===== src/logic/fwp_consts.svh =====
`ifndef FWP_CONSTS_SVH
`define FWP_CONSTS_SVH

// Register map of the controller's own command port
`define FWP_REG_CTRL 4'h0
`define FWP_REG_ADDR 4'h1
`define FWP_REG_DATA 4'h2
`define FWP_REG_STAT 4'h3
`define FWP_REG_RDAT 4'h4
`define FWP_REG_UNIT 4'h5

// Control register bits (write)
`define FWP_CTRL_GO_BIT 0
`define FWP_CTRL_CMD_LSB 1
`define FWP_CTRL_CMD_MSB 3
`define FWP_CTRL_WP_BIT 4
`define FWP_CTRL_HV_BIT 5
`define FWP_CTRL_RST_BIT 6

// Command codes carried in the control register
`define FWP_CMD_READ 3'h0
`define FWP_CMD_WRITE 3'h1
`define FWP_CMD_SECURE_ENTER 3'h2
`define FWP_CMD_SECURE_EXIT 3'h3

// Bus cycle timing: strobe phase length, a plain default to be set for the fitted part
`define FWP_T_CYCLE_NS 80
`define FWP_CLK_NS 8
`define FWP_CYC_COUNT ((`FWP_T_CYCLE_NS + `FWP_CLK_NS - 1) / `FWP_CLK_NS)
`define FWP_T_GLITCH_NS 5
`define FWP_WE_MIN_COUNT (((`FWP_T_GLITCH_NS + `FWP_CLK_NS - 1) / `FWP_CLK_NS) + 1)

// Unlock addresses and data for the secured-region enter and exit sequences
`define FWP_UNLOCK_A1 20'h00555
`define FWP_UNLOCK_A2 20'h002AA
`define FWP_UNLOCK_D1 16'h00AA
`define FWP_UNLOCK_D2 16'h0055
`define FWP_ENTER_D3 16'h0088
`define FWP_EXIT_D3 16'h0090
`define FWP_EXIT_D4 16'h0000

// Number of protection units and reset values
`define FWP_UNITS 17
`define FWP_ADDR_W 20
`define FWP_DATA_W 16
`define FWP_ZERO16 16'h0000
`define FWP_ZERO20 20'h00000

`endif


===== src/logic/fwp_pkg.sv =====
package fwp_pkg;
    typedef enum {
        FWP_IDLE,
        FWP_SETUP,
        FWP_STROBE,
        FWP_HOLD,
        FWP_SEQ_NEXT,
        FWP_DONE
    } fwp_state_e;
    typedef logic [19:0] fwp_addr_t;
    typedef logic [15:0] fwp_data_t;
    typedef logic [2:0] fwp_cmd_t;
    typedef logic [4:0] fwp_unit_t;
endpackage


===== src/logic/fwp_host.sv =====
`timescale 1ns/1ps
`default_nettype none
`include "fwp_consts.svh"

// Functional notes
// - Protect changes use bus cycles, reset elevated
// - Protect all units before first unprotect
// - Host always drives write-protect pin
// - Lock region: enter sequence then protect
// - Write needs chip, write enable low, OE high
module fwp_host (
    input wire logic SYS_CLK,
    input wire logic RST_N,
    input wire logic [3:0] REG_ADDR,
    input wire logic [31:0] REG_WDATA,
    input wire logic REG_WR,
    input wire logic REG_RD,
    output logic [31:0] REG_RDATA,
    output logic [19:0] FL_ADDR,
    output logic [15:0] FL_DQ_OUT,
    output logic FL_DQ_OE,
    input wire logic [15:0] FL_DQ_IN,
    output logic FL_CE_N,
    output logic FL_OE_N,
    output logic FL_WE_N,
    output logic FL_RESET_N,
    output logic FL_RESET_HV,
    output logic FL_WRITE_PROTECT_ACCEL_PIN_N,
    output logic [16:0] FL_UNIT_TOUCHED
);
    import fwp_pkg::*;

    // ==========================================================
    // Command registers
    fwp_state_e state;
    fwp_addr_t cmd_addr;
    fwp_data_t cmd_data;
    fwp_cmd_t cmd;
    fwp_data_t rd_data;
    fwp_unit_t last_unit;
    fwp_unit_t dec_unit;
    logic [3:0] cnt;
    logic [1:0] seq_idx;
    logic is_write;
    logic busy;
    logic secure_mode;
    logic seq_active;
    logic [16:0] touched;

    wire logic go = REG_WR && (REG_ADDR == `FWP_REG_CTRL) && REG_WDATA[`FWP_CTRL_GO_BIT] && !busy;

    always_ff @(posedge SYS_CLK) begin
        if (!RST_N) begin
            cmd_addr <= `FWP_ZERO20;
            cmd_data <= `FWP_ZERO16;
        end else if (REG_WR && REG_ADDR == `FWP_REG_ADDR) begin
            cmd_addr <= REG_WDATA[`FWP_ADDR_W-1:0];
        end else if (REG_WR && REG_ADDR == `FWP_REG_DATA) begin
            cmd_data <= REG_WDATA[`FWP_DATA_W-1:0];
        end
    end

    // Pin levels: always driven to a defined level from reset
    always_ff @(posedge SYS_CLK) begin
        if (!RST_N) begin
            FL_WRITE_PROTECT_ACCEL_PIN_N <= 1'b1;
            FL_RESET_HV <= 1'b0;
            FL_RESET_N <= 1'b0;
        end else if (REG_WR && REG_ADDR == `FWP_REG_CTRL && !busy) begin
            FL_WRITE_PROTECT_ACCEL_PIN_N <= REG_WDATA[`FWP_CTRL_WP_BIT];
            FL_RESET_HV <= REG_WDATA[`FWP_CTRL_HV_BIT];
            FL_RESET_N <= REG_WDATA[`FWP_CTRL_RST_BIT];
        end
    end

    // ==========================================================
    // Sequence selection: one bus cycle or a secured-region command
    function automatic fwp_addr_t seq_addr(input fwp_cmd_t c, input logic [1:0] i, input fwp_addr_t a);
        fwp_addr_t r;
        r = a;
        if (c == `FWP_CMD_SECURE_ENTER || c == `FWP_CMD_SECURE_EXIT) begin
            case (i)
                2'h0: r = `FWP_UNLOCK_A1;
                2'h1: r = `FWP_UNLOCK_A2;
                2'h2: r = `FWP_UNLOCK_A1;
                default: r = `FWP_ZERO20;
            endcase
        end
        return r;
    endfunction

    function automatic fwp_data_t seq_data(input fwp_cmd_t c, input logic [1:0] i, input fwp_data_t d);
        fwp_data_t r;
        r = d;
        if (c == `FWP_CMD_SECURE_ENTER || c == `FWP_CMD_SECURE_EXIT) begin
            case (i)
                2'h0: r = `FWP_UNLOCK_D1;
                2'h1: r = `FWP_UNLOCK_D2;
                2'h2: r = (c == `FWP_CMD_SECURE_ENTER) ? `FWP_ENTER_D3 : `FWP_EXIT_D3;
                default: r = `FWP_EXIT_D4;
            endcase
        end
        return r;
    endfunction

    function automatic logic [1:0] seq_last(input fwp_cmd_t c);
        logic [1:0] r;
        r = 2'h0;
        if (c == `FWP_CMD_SECURE_ENTER) begin
            r = 2'h2;
        end else if (c == `FWP_CMD_SECURE_EXIT) begin
            r = 2'h3;
        end
        return r;
    endfunction

    // ==========================================================
    // Bus cycle engine
    always_ff @(posedge SYS_CLK) begin
        if (!RST_N) begin
            state <= FWP_IDLE;
            cmd <= `FWP_CMD_READ;
            cnt <= 4'h0;
            seq_idx <= 2'h0;
            busy <= 1'b0;
            is_write <= 1'b0;
            FL_CE_N <= 1'b1;
            FL_OE_N <= 1'b1;
            FL_WE_N <= 1'b1;
            FL_DQ_OE <= 1'b0;
            FL_ADDR <= `FWP_ZERO20;
            FL_DQ_OUT <= `FWP_ZERO16;
            rd_data <= `FWP_ZERO16;
        end else begin
            case (state)
                FWP_IDLE: begin
                    if (go) begin
                        cmd <= REG_WDATA[`FWP_CTRL_CMD_MSB:`FWP_CTRL_CMD_LSB];
                        is_write <= REG_WDATA[`FWP_CTRL_CMD_MSB:`FWP_CTRL_CMD_LSB] != `FWP_CMD_READ;
                        seq_idx <= 2'h0;
                        busy <= 1'b1;
                        state <= FWP_SETUP;
                    end
                end
                FWP_SETUP: begin
                    FL_ADDR <= seq_addr(cmd, seq_idx, cmd_addr);
                    FL_DQ_OUT <= seq_data(cmd, seq_idx, cmd_data);
                    FL_DQ_OE <= is_write;
                    FL_CE_N <= 1'b0;
                    // OE stays high during writes, so a write never meets OE low
                    FL_OE_N <= is_write;
                    cnt <= 4'h0;
                    state <= FWP_STROBE;
                end
                FWP_STROBE: begin
                    // Write strobe is held well past the glitch filter width
                    FL_WE_N <= !is_write;
                    cnt <= cnt + 4'h1;
                    if (cnt == 4'(`FWP_CYC_COUNT - 1)) begin
                        state <= FWP_HOLD;
                    end
                end
                FWP_HOLD: begin
                    if (!is_write) begin
                        rd_data <= FL_DQ_IN;
                    end
                    // Write strobe rises alone; CE and OE follow a cycle later so the write latches cleanly
                    FL_WE_N <= 1'b1;
                    state <= FWP_SEQ_NEXT;
                end
                FWP_SEQ_NEXT: begin
                    FL_OE_N <= 1'b1;
                    FL_CE_N <= 1'b1;
                    FL_DQ_OE <= 1'b0;
                    if (seq_idx == seq_last(cmd)) begin
                        state <= FWP_DONE;
                    end else begin
                        seq_idx <= seq_idx + 2'h1;
                        state <= FWP_SETUP;
                    end
                end
                FWP_DONE: begin
                    busy <= 1'b0;
                    state <= FWP_IDLE;
                end
                default: begin
                    state <= FWP_IDLE;
                end
            endcase
        end
    end

    // ==========================================================
    // Secured-region mapping as tracked by the host
    always_ff @(posedge SYS_CLK) begin
        if (!RST_N) begin
            secure_mode <= 1'b0;
        end else if (!FL_RESET_N) begin
            secure_mode <= 1'b0;
        end else if (state == FWP_DONE && cmd == `FWP_CMD_SECURE_ENTER) begin
            secure_mode <= 1'b1;
        end else if (state == FWP_DONE && cmd == `FWP_CMD_SECURE_EXIT) begin
            secure_mode <= 1'b0;
        end
    end

    assign seq_active = busy;

    fwp_unit_decode u_dec (
        .SYS_CLK(SYS_CLK),
        .RST_N(RST_N),
        .addr(cmd_addr),
        .unit(dec_unit)
    );

    // Units written with the reset pin elevated, for software to check the protect-all step
    always_ff @(posedge SYS_CLK) begin
        if (!RST_N) begin
            touched <= 17'h00000;
        end else begin
            // A clear in the same cycle as a recorded write keeps the new unit
            if (REG_WR && REG_ADDR == `FWP_REG_UNIT) begin
                touched <= 17'h00000;
            end
            if (state == FWP_DONE && is_write && FL_RESET_HV) begin
                touched[dec_unit] <= 1'b1;
            end
        end
    end

    // Unit of the last completed write, for the status register
    always_ff @(posedge SYS_CLK) begin
        if (!RST_N) begin
            last_unit <= 5'h00;
        end else if (state == FWP_DONE && is_write) begin
            last_unit <= dec_unit;
        end
    end

    always_ff @(posedge SYS_CLK) begin
        if (!RST_N) begin
            FL_UNIT_TOUCHED <= 17'h00000;
        end else begin
            FL_UNIT_TOUCHED <= touched;
        end
    end

    // ==========================================================
    // Register read port, data one cycle after the strobe
    always_ff @(posedge SYS_CLK) begin
        if (!RST_N) begin
            REG_RDATA <= 32'h00000000;
        end else if (REG_RD) begin
            case (REG_ADDR)
                `FWP_REG_ADDR: REG_RDATA <= {12'h000, cmd_addr};
                `FWP_REG_DATA: REG_RDATA <= {16'h0000, cmd_data};
                `FWP_REG_STAT: REG_RDATA <= {24'h000000, last_unit, secure_mode, FL_RESET_HV, seq_active};
                `FWP_REG_RDAT: REG_RDATA <= {16'h0000, rd_data};
                `FWP_REG_UNIT: REG_RDATA <= {15'h0000, touched};
                default: REG_RDATA <= 32'h00000000;
            endcase
        end else begin
            REG_RDATA <= 32'h00000000;
        end
    end

    // ==========================================================
    // Checks
    write_oe_high_a: assert property (@(posedge SYS_CLK) disable iff (!RST_N)
        !FL_WE_N |-> (FL_OE_N && !FL_CE_N)) else $error("write strobe with OE low or CE high");
    we_width_a: assert property (@(posedge SYS_CLK) disable iff (!RST_N)
        $fell(FL_WE_N) |-> !FL_WE_N [*2]) else $error("write strobe too short");
    secure_reset_a: assert property (@(posedge SYS_CLK) disable iff (!RST_N)
        !FL_RESET_N |=> !secure_mode) else $error("secured mapping survived reset");
    busy_done_a: assert property (@(posedge SYS_CLK) disable iff (!RST_N)
        go |=> busy ##[1:80] !busy) else $error("cycle did not finish");
    wp_steady_a: assert property (@(posedge SYS_CLK) disable iff (!RST_N)
        busy && $past(busy) |-> $stable(FL_WRITE_PROTECT_ACCEL_PIN_N)) else $error("WP changed mid cycle");
    dq_write_a: assert property (@(posedge SYS_CLK) disable iff (!RST_N)
        !FL_WE_N |-> FL_DQ_OE) else $error("data bus not driven during write");
    enter_a: assert property (@(posedge SYS_CLK) disable iff (!RST_N)
        state == FWP_DONE && cmd == `FWP_CMD_SECURE_ENTER && FL_RESET_N |=> secure_mode)
        else $error("enter sequence not tracked");
    hv_touch_a: assert property (@(posedge SYS_CLK) disable iff (!RST_N)
        state == FWP_DONE && is_write && FL_RESET_HV
        |=> touched[$past(dec_unit)]) else $error("protect write not recorded");
    cov_write_c: cover property (@(posedge SYS_CLK) state == FWP_DONE && cmd == `FWP_CMD_WRITE);
    cov_enter_c: cover property (@(posedge SYS_CLK) $rose(secure_mode));
    cov_hv_c: cover property (@(posedge SYS_CLK) FL_RESET_HV && !FL_WE_N);
endmodule

`default_nettype wire


===== src/logic/fwp_unit_decode.sv =====
`timescale 1ns/1ps
`default_nettype none
`include "fwp_consts.svh"

// Maps a word address onto its protection unit index
module fwp_unit_decode (
    input wire logic SYS_CLK,
    input wire logic RST_N,
    input wire fwp_pkg::fwp_addr_t addr,
    output fwp_pkg::fwp_unit_t unit
);
    import fwp_pkg::*;

    function automatic fwp_unit_t unit_of(input logic [7:0] sa);
        fwp_unit_t u;
        u = 5'h00;
        if (sa[7:3] == 5'h00) begin
            u = fwp_unit_t'(sa[2:0]);
        end else if (sa[7:5] == 3'h0) begin
            u = 5'h08;
        end else if (sa[7:3] == 5'h1F) begin
            u = 5'h10;
        end else if (sa[7:5] == 3'h7) begin
            u = 5'h0F;
        end else begin
            u = fwp_unit_t'({2'h0, sa[7:5]} + 5'h08);
        end
        return u;
    endfunction

    // Sector address is word address bits 19..12
    always_ff @(posedge SYS_CLK) begin
        if (!RST_N) begin
            unit <= 5'h00;
        end else begin
            unit <= unit_of(addr[19:12]);
        end
    end
endmodule

`default_nettype wire


===== config.mk =====
export PLATFORM = sky130hd
export DESIGN_NAME = fwp_host
export DESIGN_NICKNAME = d
export VERILOG_FILES = /design/src/logic/fwp_pkg.sv /design/src/logic/fwp_host.sv /design/src/logic/fwp_unit_decode.sv
export VERILOG_INCLUDE_DIRS = /design/src /design/src/logic
export SDC_FILE = /design/constraint.sdc
export NUM_CORES = 1
export LEC_CHECK = 0
export BUFFER_PORTS_ARGS = -buffer_cell sky130_fd_sc_hd__buf_2
export CORE_MARGIN = 3
export CORE_UTILIZATION = 25
export DETAILED_ROUTE_END_ITERATION = 6
export PLACE_DENSITY = 0.53
export SYNTH_ARGS = -nofsm -noshare
export SYNTH_HDL_FRONTEND = slang
export SYNTH_HIERARCHICAL = 1
export SYNTH_SLANG_ARGS = --single-unit
export TNS_END_PERCENT = 1

===== constraint.sdc =====
create_clock -name SYS_CLK -period 2.5 [get_ports SYS_CLK]
set_input_delay 0.5 -clock SYS_CLK [delete_from_list [all_inputs] [get_ports SYS_CLK]]
set_output_delay 0.5 -clock SYS_CLK [all_outputs]
set_load 0.05 [all_outputs]

# After elaboration in Yosys (flattened, before gate mapping)
# Index checks and enable logic that the tools add are counted.
[totals]
input_bits = 56
ff_bits = 215
wordCells = 130
out_inout_bits = 92
[op_classes]
muxes = 35
bitwise = 4
n_lt_le_gt_ge = 2
n_eq_ne = 22
n_reduce_logical = 38
add_sub_neg = 3
[ops]
columns = ["operator", "n"]
rows = [
  ["case mux 32 bit (5 select lines)", 1],
  ["case mux 20 bit (5 select lines)", 1],
  ["equality test 32 x 2 -> 1 bit (second input constant)", 2],
  ["equality test 32 x 3 -> 1 bit (second input constant)", 2],
  ["two-way mux 32 bit", 2],
  ["two-way mux 17 bit", 3],
  ["equality test 32 x 1 -> 1 bit (second input constant)", 1],
  ["equality test 32 x 4 -> 1 bit (second input constant)", 1],
  ["zero test 32 bit", 1],
  ["case mux 8 bit (3 select lines)", 1],
  ["case mux 11 bit (2 select lines)", 1],
  ["two-way mux 20 bit", 1],
  ["OR 17 bit", 1],
  ["two-way mux 16 bit", 1],
  ["two-way mux 5 bit", 3],
  ["AND reduction 2 bit", 7],
  ["logical AND 1 bit", 12],
  ["two-way mux 2 bit", 6],
  ["nonzero test 2 bit", 6],
  ["case mux 1 bit (2 select lines)", 5],
  ["equality test 4 x 2 -> 1 bit (second input constant)", 2],
  ["equality test 4 x 3 -> 1 bit (second input constant)", 2],
  ["case mux 4 bit (2 select lines)", 1],
  ["equality test 3 x 2 -> 1 bit (second input constant)", 2],
  ["other kinds (29)", 39],
]

# Depth between registers and ports, before layout
[depth]
depth_word = 8
mapped_depth = 7

# Hierarchy
# The synthesis kept the hierarchy.
[by_module_without_submodules]
columns = ["module", "cells_each", "area_per_inst_um2", "n_inst", "seq_area_each_um2"]
rows = [
  ["fwp_host", 756, 6495.0, 1, 3383.2],
  ["fwp_unit_decode", 23, 201.4, 1, 100.1],
]

# Worst setup path after synthesis
# Ideal clock, no wire load.
[synth_timing]
path_type = "input to register"
start = "input port REG_ADDR[2]"
end = "register cmd_data[5]"
path_stages = 6
slack_ns = 0.760
t_arrival_ns = 1.608
required_ns = 2.368
path_buffers = 2
cell_sequence = "clkbuf_2 nor4b_4 nand2_1 clkbuf_1 nand2_1 a21oi_1"
[synth_via]
elab_chain_cells = 4
elab_cells_between_ends = 6
[synth_lines]
columns = ["element", "line_no", "text"]
rows = [
  ["from (decl)", "fwp_host.sv:14", "input wire logic [3:0] REG_ADDR,"],
  ["equality test 4 x 1 -> 1 bit", "--", ""],
  ["logical AND 1 bit (no source line)", "--", ""],
  ["inverter 1 bit (no source line)", "--", ""],
  ["AND reduction 2 bit (no source line) *", "--", ""],
  ["to (signal assigned)", "fwp_host.sv:55", "cmd_data <= `FWP_ZERO16;"],
  ["to (signal assigned)", "fwp_host.sv:59", "cmd_data <= REG_WDATA[`FWP_DATA_W-1:0];"],
  ["to (decl)", "fwp_host.sv:37", "fwp_data_t cmd_data;"],
]
# Every way passes the cells marked *; elsewhere a longest branch is shown, timed or not.
# A chain may end at the register's enable or synchronous reset.

# Worst setup path after layout
[layout_timing]
start = "register state[0]"
end = "register FL_ADDR[9]"
[layout_via]
elab_chain_cells = 1
[layout_lines]
columns = ["element", "line_no", "text"]
rows = [
  ["from (decl)", "fwp_host.sv:35", "fwp_state_e state;"],
  ["from (signal assigned)", "fwp_host.sv:121", "state <= FWP_IDLE;"],
  ["from (signal assigned)", "fwp_host.sv:142", "state <= FWP_SETUP;"],
  ["from (signal assigned)", "fwp_host.sv:153", "state <= FWP_STROBE;"],
  ["equality test 32 x 1 -> 1 bit", "fwp_host.sv:135", "case (state)"],
  ["to (signal assigned)", "fwp_host.sv:131", "FL_ADDR <= `FWP_ZERO20;"],
  ["to (signal assigned)", "fwp_host.sv:146", "FL_ADDR <= seq_addr(cmd, seq_idx, cmd_addr);"],
  ["to (decl)", "fwp_host.sv:19", "output logic [19:0] FL_ADDR,"],
]
# Every way passes these cells.

==> flow_summary_export.csv <==
group,metric,value,unit
synth,synth-seq-area-share,52.0,%
detailed_routing,vias,5817,
worst_setup_path,slowest_stage,"dfxtp_1",
sta,slew_viol_final,0,
detailed_routing,post_drt_wl_per_cell,17.1,um
sta,period_minus_slack,1.96,ns
clock_tree,cts_root_buf,"clkbuf_16",
clock_tree,cts_resized,0,
synth,synthAdderAreaFrac,1.12,%
placement,dpl.hpwl,15.8,mm
global_route,grt_pass1_vias,5496,
pwr,peakVddDrop,492,uV
pwr,power_density,679,nW/um2
sta,fin_skew,0.0117,ns
worst_setup_path,required,2.81,ns
detailed_routing,drt_iter0_drc,374,
placement,pre_cts_ws,0.532,ns
global_route,grtUsageTotal,14.6,%
worst_setup_path,r2r-start,"state[0]$_SDFFE_PN0P_",
worst_setup_path,cp-end-kind,"flip-flop",
synth,syn_avg_cell_area,8.60,um2
sta,finalSetupViolations,0,
worst_setup_path,cp_max_fo,20,
layout,stdcell_area,8270,um2
global_route,grt_pass1_wl,32.4,mm
layout,area_growth,23.5,%
synth,synthesis.instances,779,
synth,synth_top_cell_area_share,52.0,%
floorplanning,boundaryPins,148,
floorplanning,start_util,25.6,%
detailed_routing,ant_nets,0,
worst_setup_path,worstPathArrival,2.27,ns
placement,gp_congestion,0.813,
sta,worst_slew_pin_slew,0.762,ns
floorplanning,core_area,26200,um2
worst_setup_path,cpPeakStageDelay,0.66,ns
synth,yosysWarnings,6,
floorplanning,die_h,170,um
pwr,p_leak,3.21,nW
sta,slew_headroom,49.2,%
sta,post-route-period-util,78.4,%
synth,synth.distinct_cells,53,
detailed_routing,route.detailed.drc,0,
synth,synth-seq-cells,174,
global_route,grt_overflow,0,
synth,synth_enable_flop_cells,0,
worst_setup_path,critical_path_class,"reg -> reg",
synth,synth_top_family_by_area,"simple AND/OR/NAND/NOR gates",
synth,synthFlopType,"dfxtp_1",
synth,synth_top_cell_by_area,"dfxtp_1",
clock_tree,htreeDepth,4,
placement,dpl_cell_area,7700,um2
worst_hold_path,min_path_type,"in -> reg",
synth,synthMuxAreaShare,1.49,%
clock_tree,path_clk_slew,0.07,ns
detailed_routing,via_per_inst,4.67,
worst_setup_path,r2r_slack,0.54,ns
synth,yosys.area_share.simple,20.7,%
sta,fmax,0.510,GHz
floorplanning,die_w,170,um
clock_tree,cts.sinks,174,
detailed_routing,first_pass_iters,5,
global_route,grt_max_degree,46,
layout,layout-drive-gt1-share,21.2,%
synth,synthesis.area,6700,um2
sta,hold_viol_final,0,
synth,ys_async_sr_fraction,0,%
synth,synthTopCellsByArea,"dfxtp_1 52%, nand2_1 9.4%, a21oi_1 8.2%",
pwr,p_total,5.62,mW
sta,tns,0,ns
worst_setup_path,worst_path_most_repeated_cell,"a21oi_1",
clock_tree,worst_skew_pair.late_latency,0.43,ns
clock_tree,numCtsBuffers,17,
synth,synth.most_common_cell,"dfxtp_1",
worst_setup_path,crit_path_start_kind,"flip-flop",
sta,rsz0062_at_grt,"no",
clock_tree,cts_tree,"yes",
worst_setup_path,ff2ff_path_depth,5,
clock_tree,clk_path_buf_depth,2,
sta,fin_ws,0.539,ns
worst_setup_path,r2r-end,"FL_ADDR[9]$_SDFFE_PN0P_",
layout,nets,959,
floorplanning,num_rows,59,
placement,io_buffer_count,123,
clock_tree,post-cts-setup-buffers,0,
clock_tree,cts_hold_buffers,0,
flow_run,drv_cap,0,
worst_setup_path,cp-startpoint,"state[0]$_SDFFE_PN0P_",
detailed_routing,routed_wl,21.4,mm
floorplanning,dieArea,28800,um2
synth,ys_top_cells_by_count,"174 x dfxtp_1, 168 x nand2_1, 110 x a21oi_1",
global_route,antenna_found_initial,4,
synth,synth_compound_area_share,19.3,%
worst_setup_path,endpoint,"FL_ADDR[9]$_SDFFE_PN0P_",
worst_setup_path,path_cells,"nor2b_1 > nand2b_1 > buf_4 > a21oi_1 > a21oi_1",
status,status,"finished clean",
synth,synth_xor_area_share,0.131,%
==> sequential cells by signal, indices dropped and copies added, names as in the netlist, 2 cells and up <==
| name | count |
|---|---|
| state | 3 |
| rd_data | 16 |
| FL_UNIT_TOUCHED | 17 |
| last_unit | 5 |
| REG_RDATA | 20 |
| u_dec/unit | 5 |
| cnt | 4 |
| seq_idx | 2 |
| cmd_data | 16 |
| FL_ADDR | 20 |
| cmd_addr | 20 |
| FL_DQ_OUT | 16 |
| cmd | 3 |
| touched | 17 |
==> report_power, final <==
group	internal, mW	switching (mW)
sequential	2.78	0.0160
combinational	0.0619	0.177
clock	1.42	1.16
total	4.26	1.36
==> stage by stage <==
step	hold slack [ns]	cells	util, %
after global routing	0.300	1246	31.6
after detailed placement	0.443	1213	29.4
after floorplan	0.434	790	-
final	0.302	1246	31.6
after CTS	0.288	1245	31.5
after global placement	0.438	1213	29.4
==> worst max-delay path, delay by kind of cell, from the launching register on <==
family / cells / cell delay [ns]
AND/OR/NAND/NOR: 2 / 0.49
buffers and inverters: 1 / 0.23
flip-flops: 1 / 0.66
AO/OA/AOI/OAI: 2 / 0.44
==> placed cells by master, fill, tap and decap left out, types with 3 or more instances in the layout <==
cell type and instances:
and2_1 26, o22ai_1 5, a21oi_1 110, ha_1 6, nor2_1 27, buf_2 123
nand2b_1 5, a22oi_1 36, and3_1 3, clkinvlp_4 4, conb_1 12, nand3_1 27
a22o_1 12, nor3_1 7, nor4_1 3, nand2_1 168, o21ai_0 28, mux2i_1 10
dfxtp_1 174, nor3b_1 3, a31oi_1 11, inv_6 5, and3b_1 3, nor2b_1 4
clkbuf_16 17, inv_1 10, buf_4 29
==> final cells by class <==
type	instances	area (um2)
clock buffers	19	443
diodes	1	2.50
inverters	11	41.3
multi-input cells	541	2920
well taps	335	419
repair buffers	152	833
fillers	2781	17900
flip-flops and latches	174	3480
clock inverters	13	125
==> layer usage <==
metal | vias to the layer above | track usage (%) | share of wire, %
li1 | 2913 | - | -
met4 | 6 | 5.90 | 2.8
met1 | 2675 | 19.9 | 47
met3 | 34 | 4.98 | 8.4
met5 | - | 0 | 0.16
met2 | 189 | 21.1 | 42
==> logic make-up (layout without fill, tap and decap cells) <==
| family | after synthesis | in the layout |
|---|---|---|
| flops | 174 | 174 |
| mux | 10 | 10 |
| simple gates | 295 | 295 |
| compound gates | 217 | 217 |
| other cells | 1 | 13 |
| buf+inv | 75 | 195 |
| fa+ha+maj | 6 | 6 |
| xor+xnor | 1 | 1 |
==> worst min path at each step <==
stage | startpoint | end | slack [ns] | cells past startpoint
finish | FL_DQ_IN[12] | rd_data[12]$_SDFFE_PN0P_ | 0.30 | 3
global route | FL_DQ_IN[9] | rd_data[9]$_SDFFE_PN0P_ | 0.30 | 3
CTS | FL_DQ_IN[12] | rd_data[12]$_SDFFE_PN0P_ | 0.29 | 3
detailed placement | FL_ADDR[19]$_SDFFE_PN0P_ | FL_ADDR[19]$_SDFFE_PN0P_ | 0.44 | 2
global placement | FL_ADDR[18]$_SDFFE_PN0P_ | FL_ADDR[18]$_SDFFE_PN0P_ | 0.44 | 2
floorplan | touched[3]$_SDFF_PN0_ | touched[3]$_SDFF_PN0_ | 0.43 | 2
No activity file was read; power rests on OpenSTA's default activity.
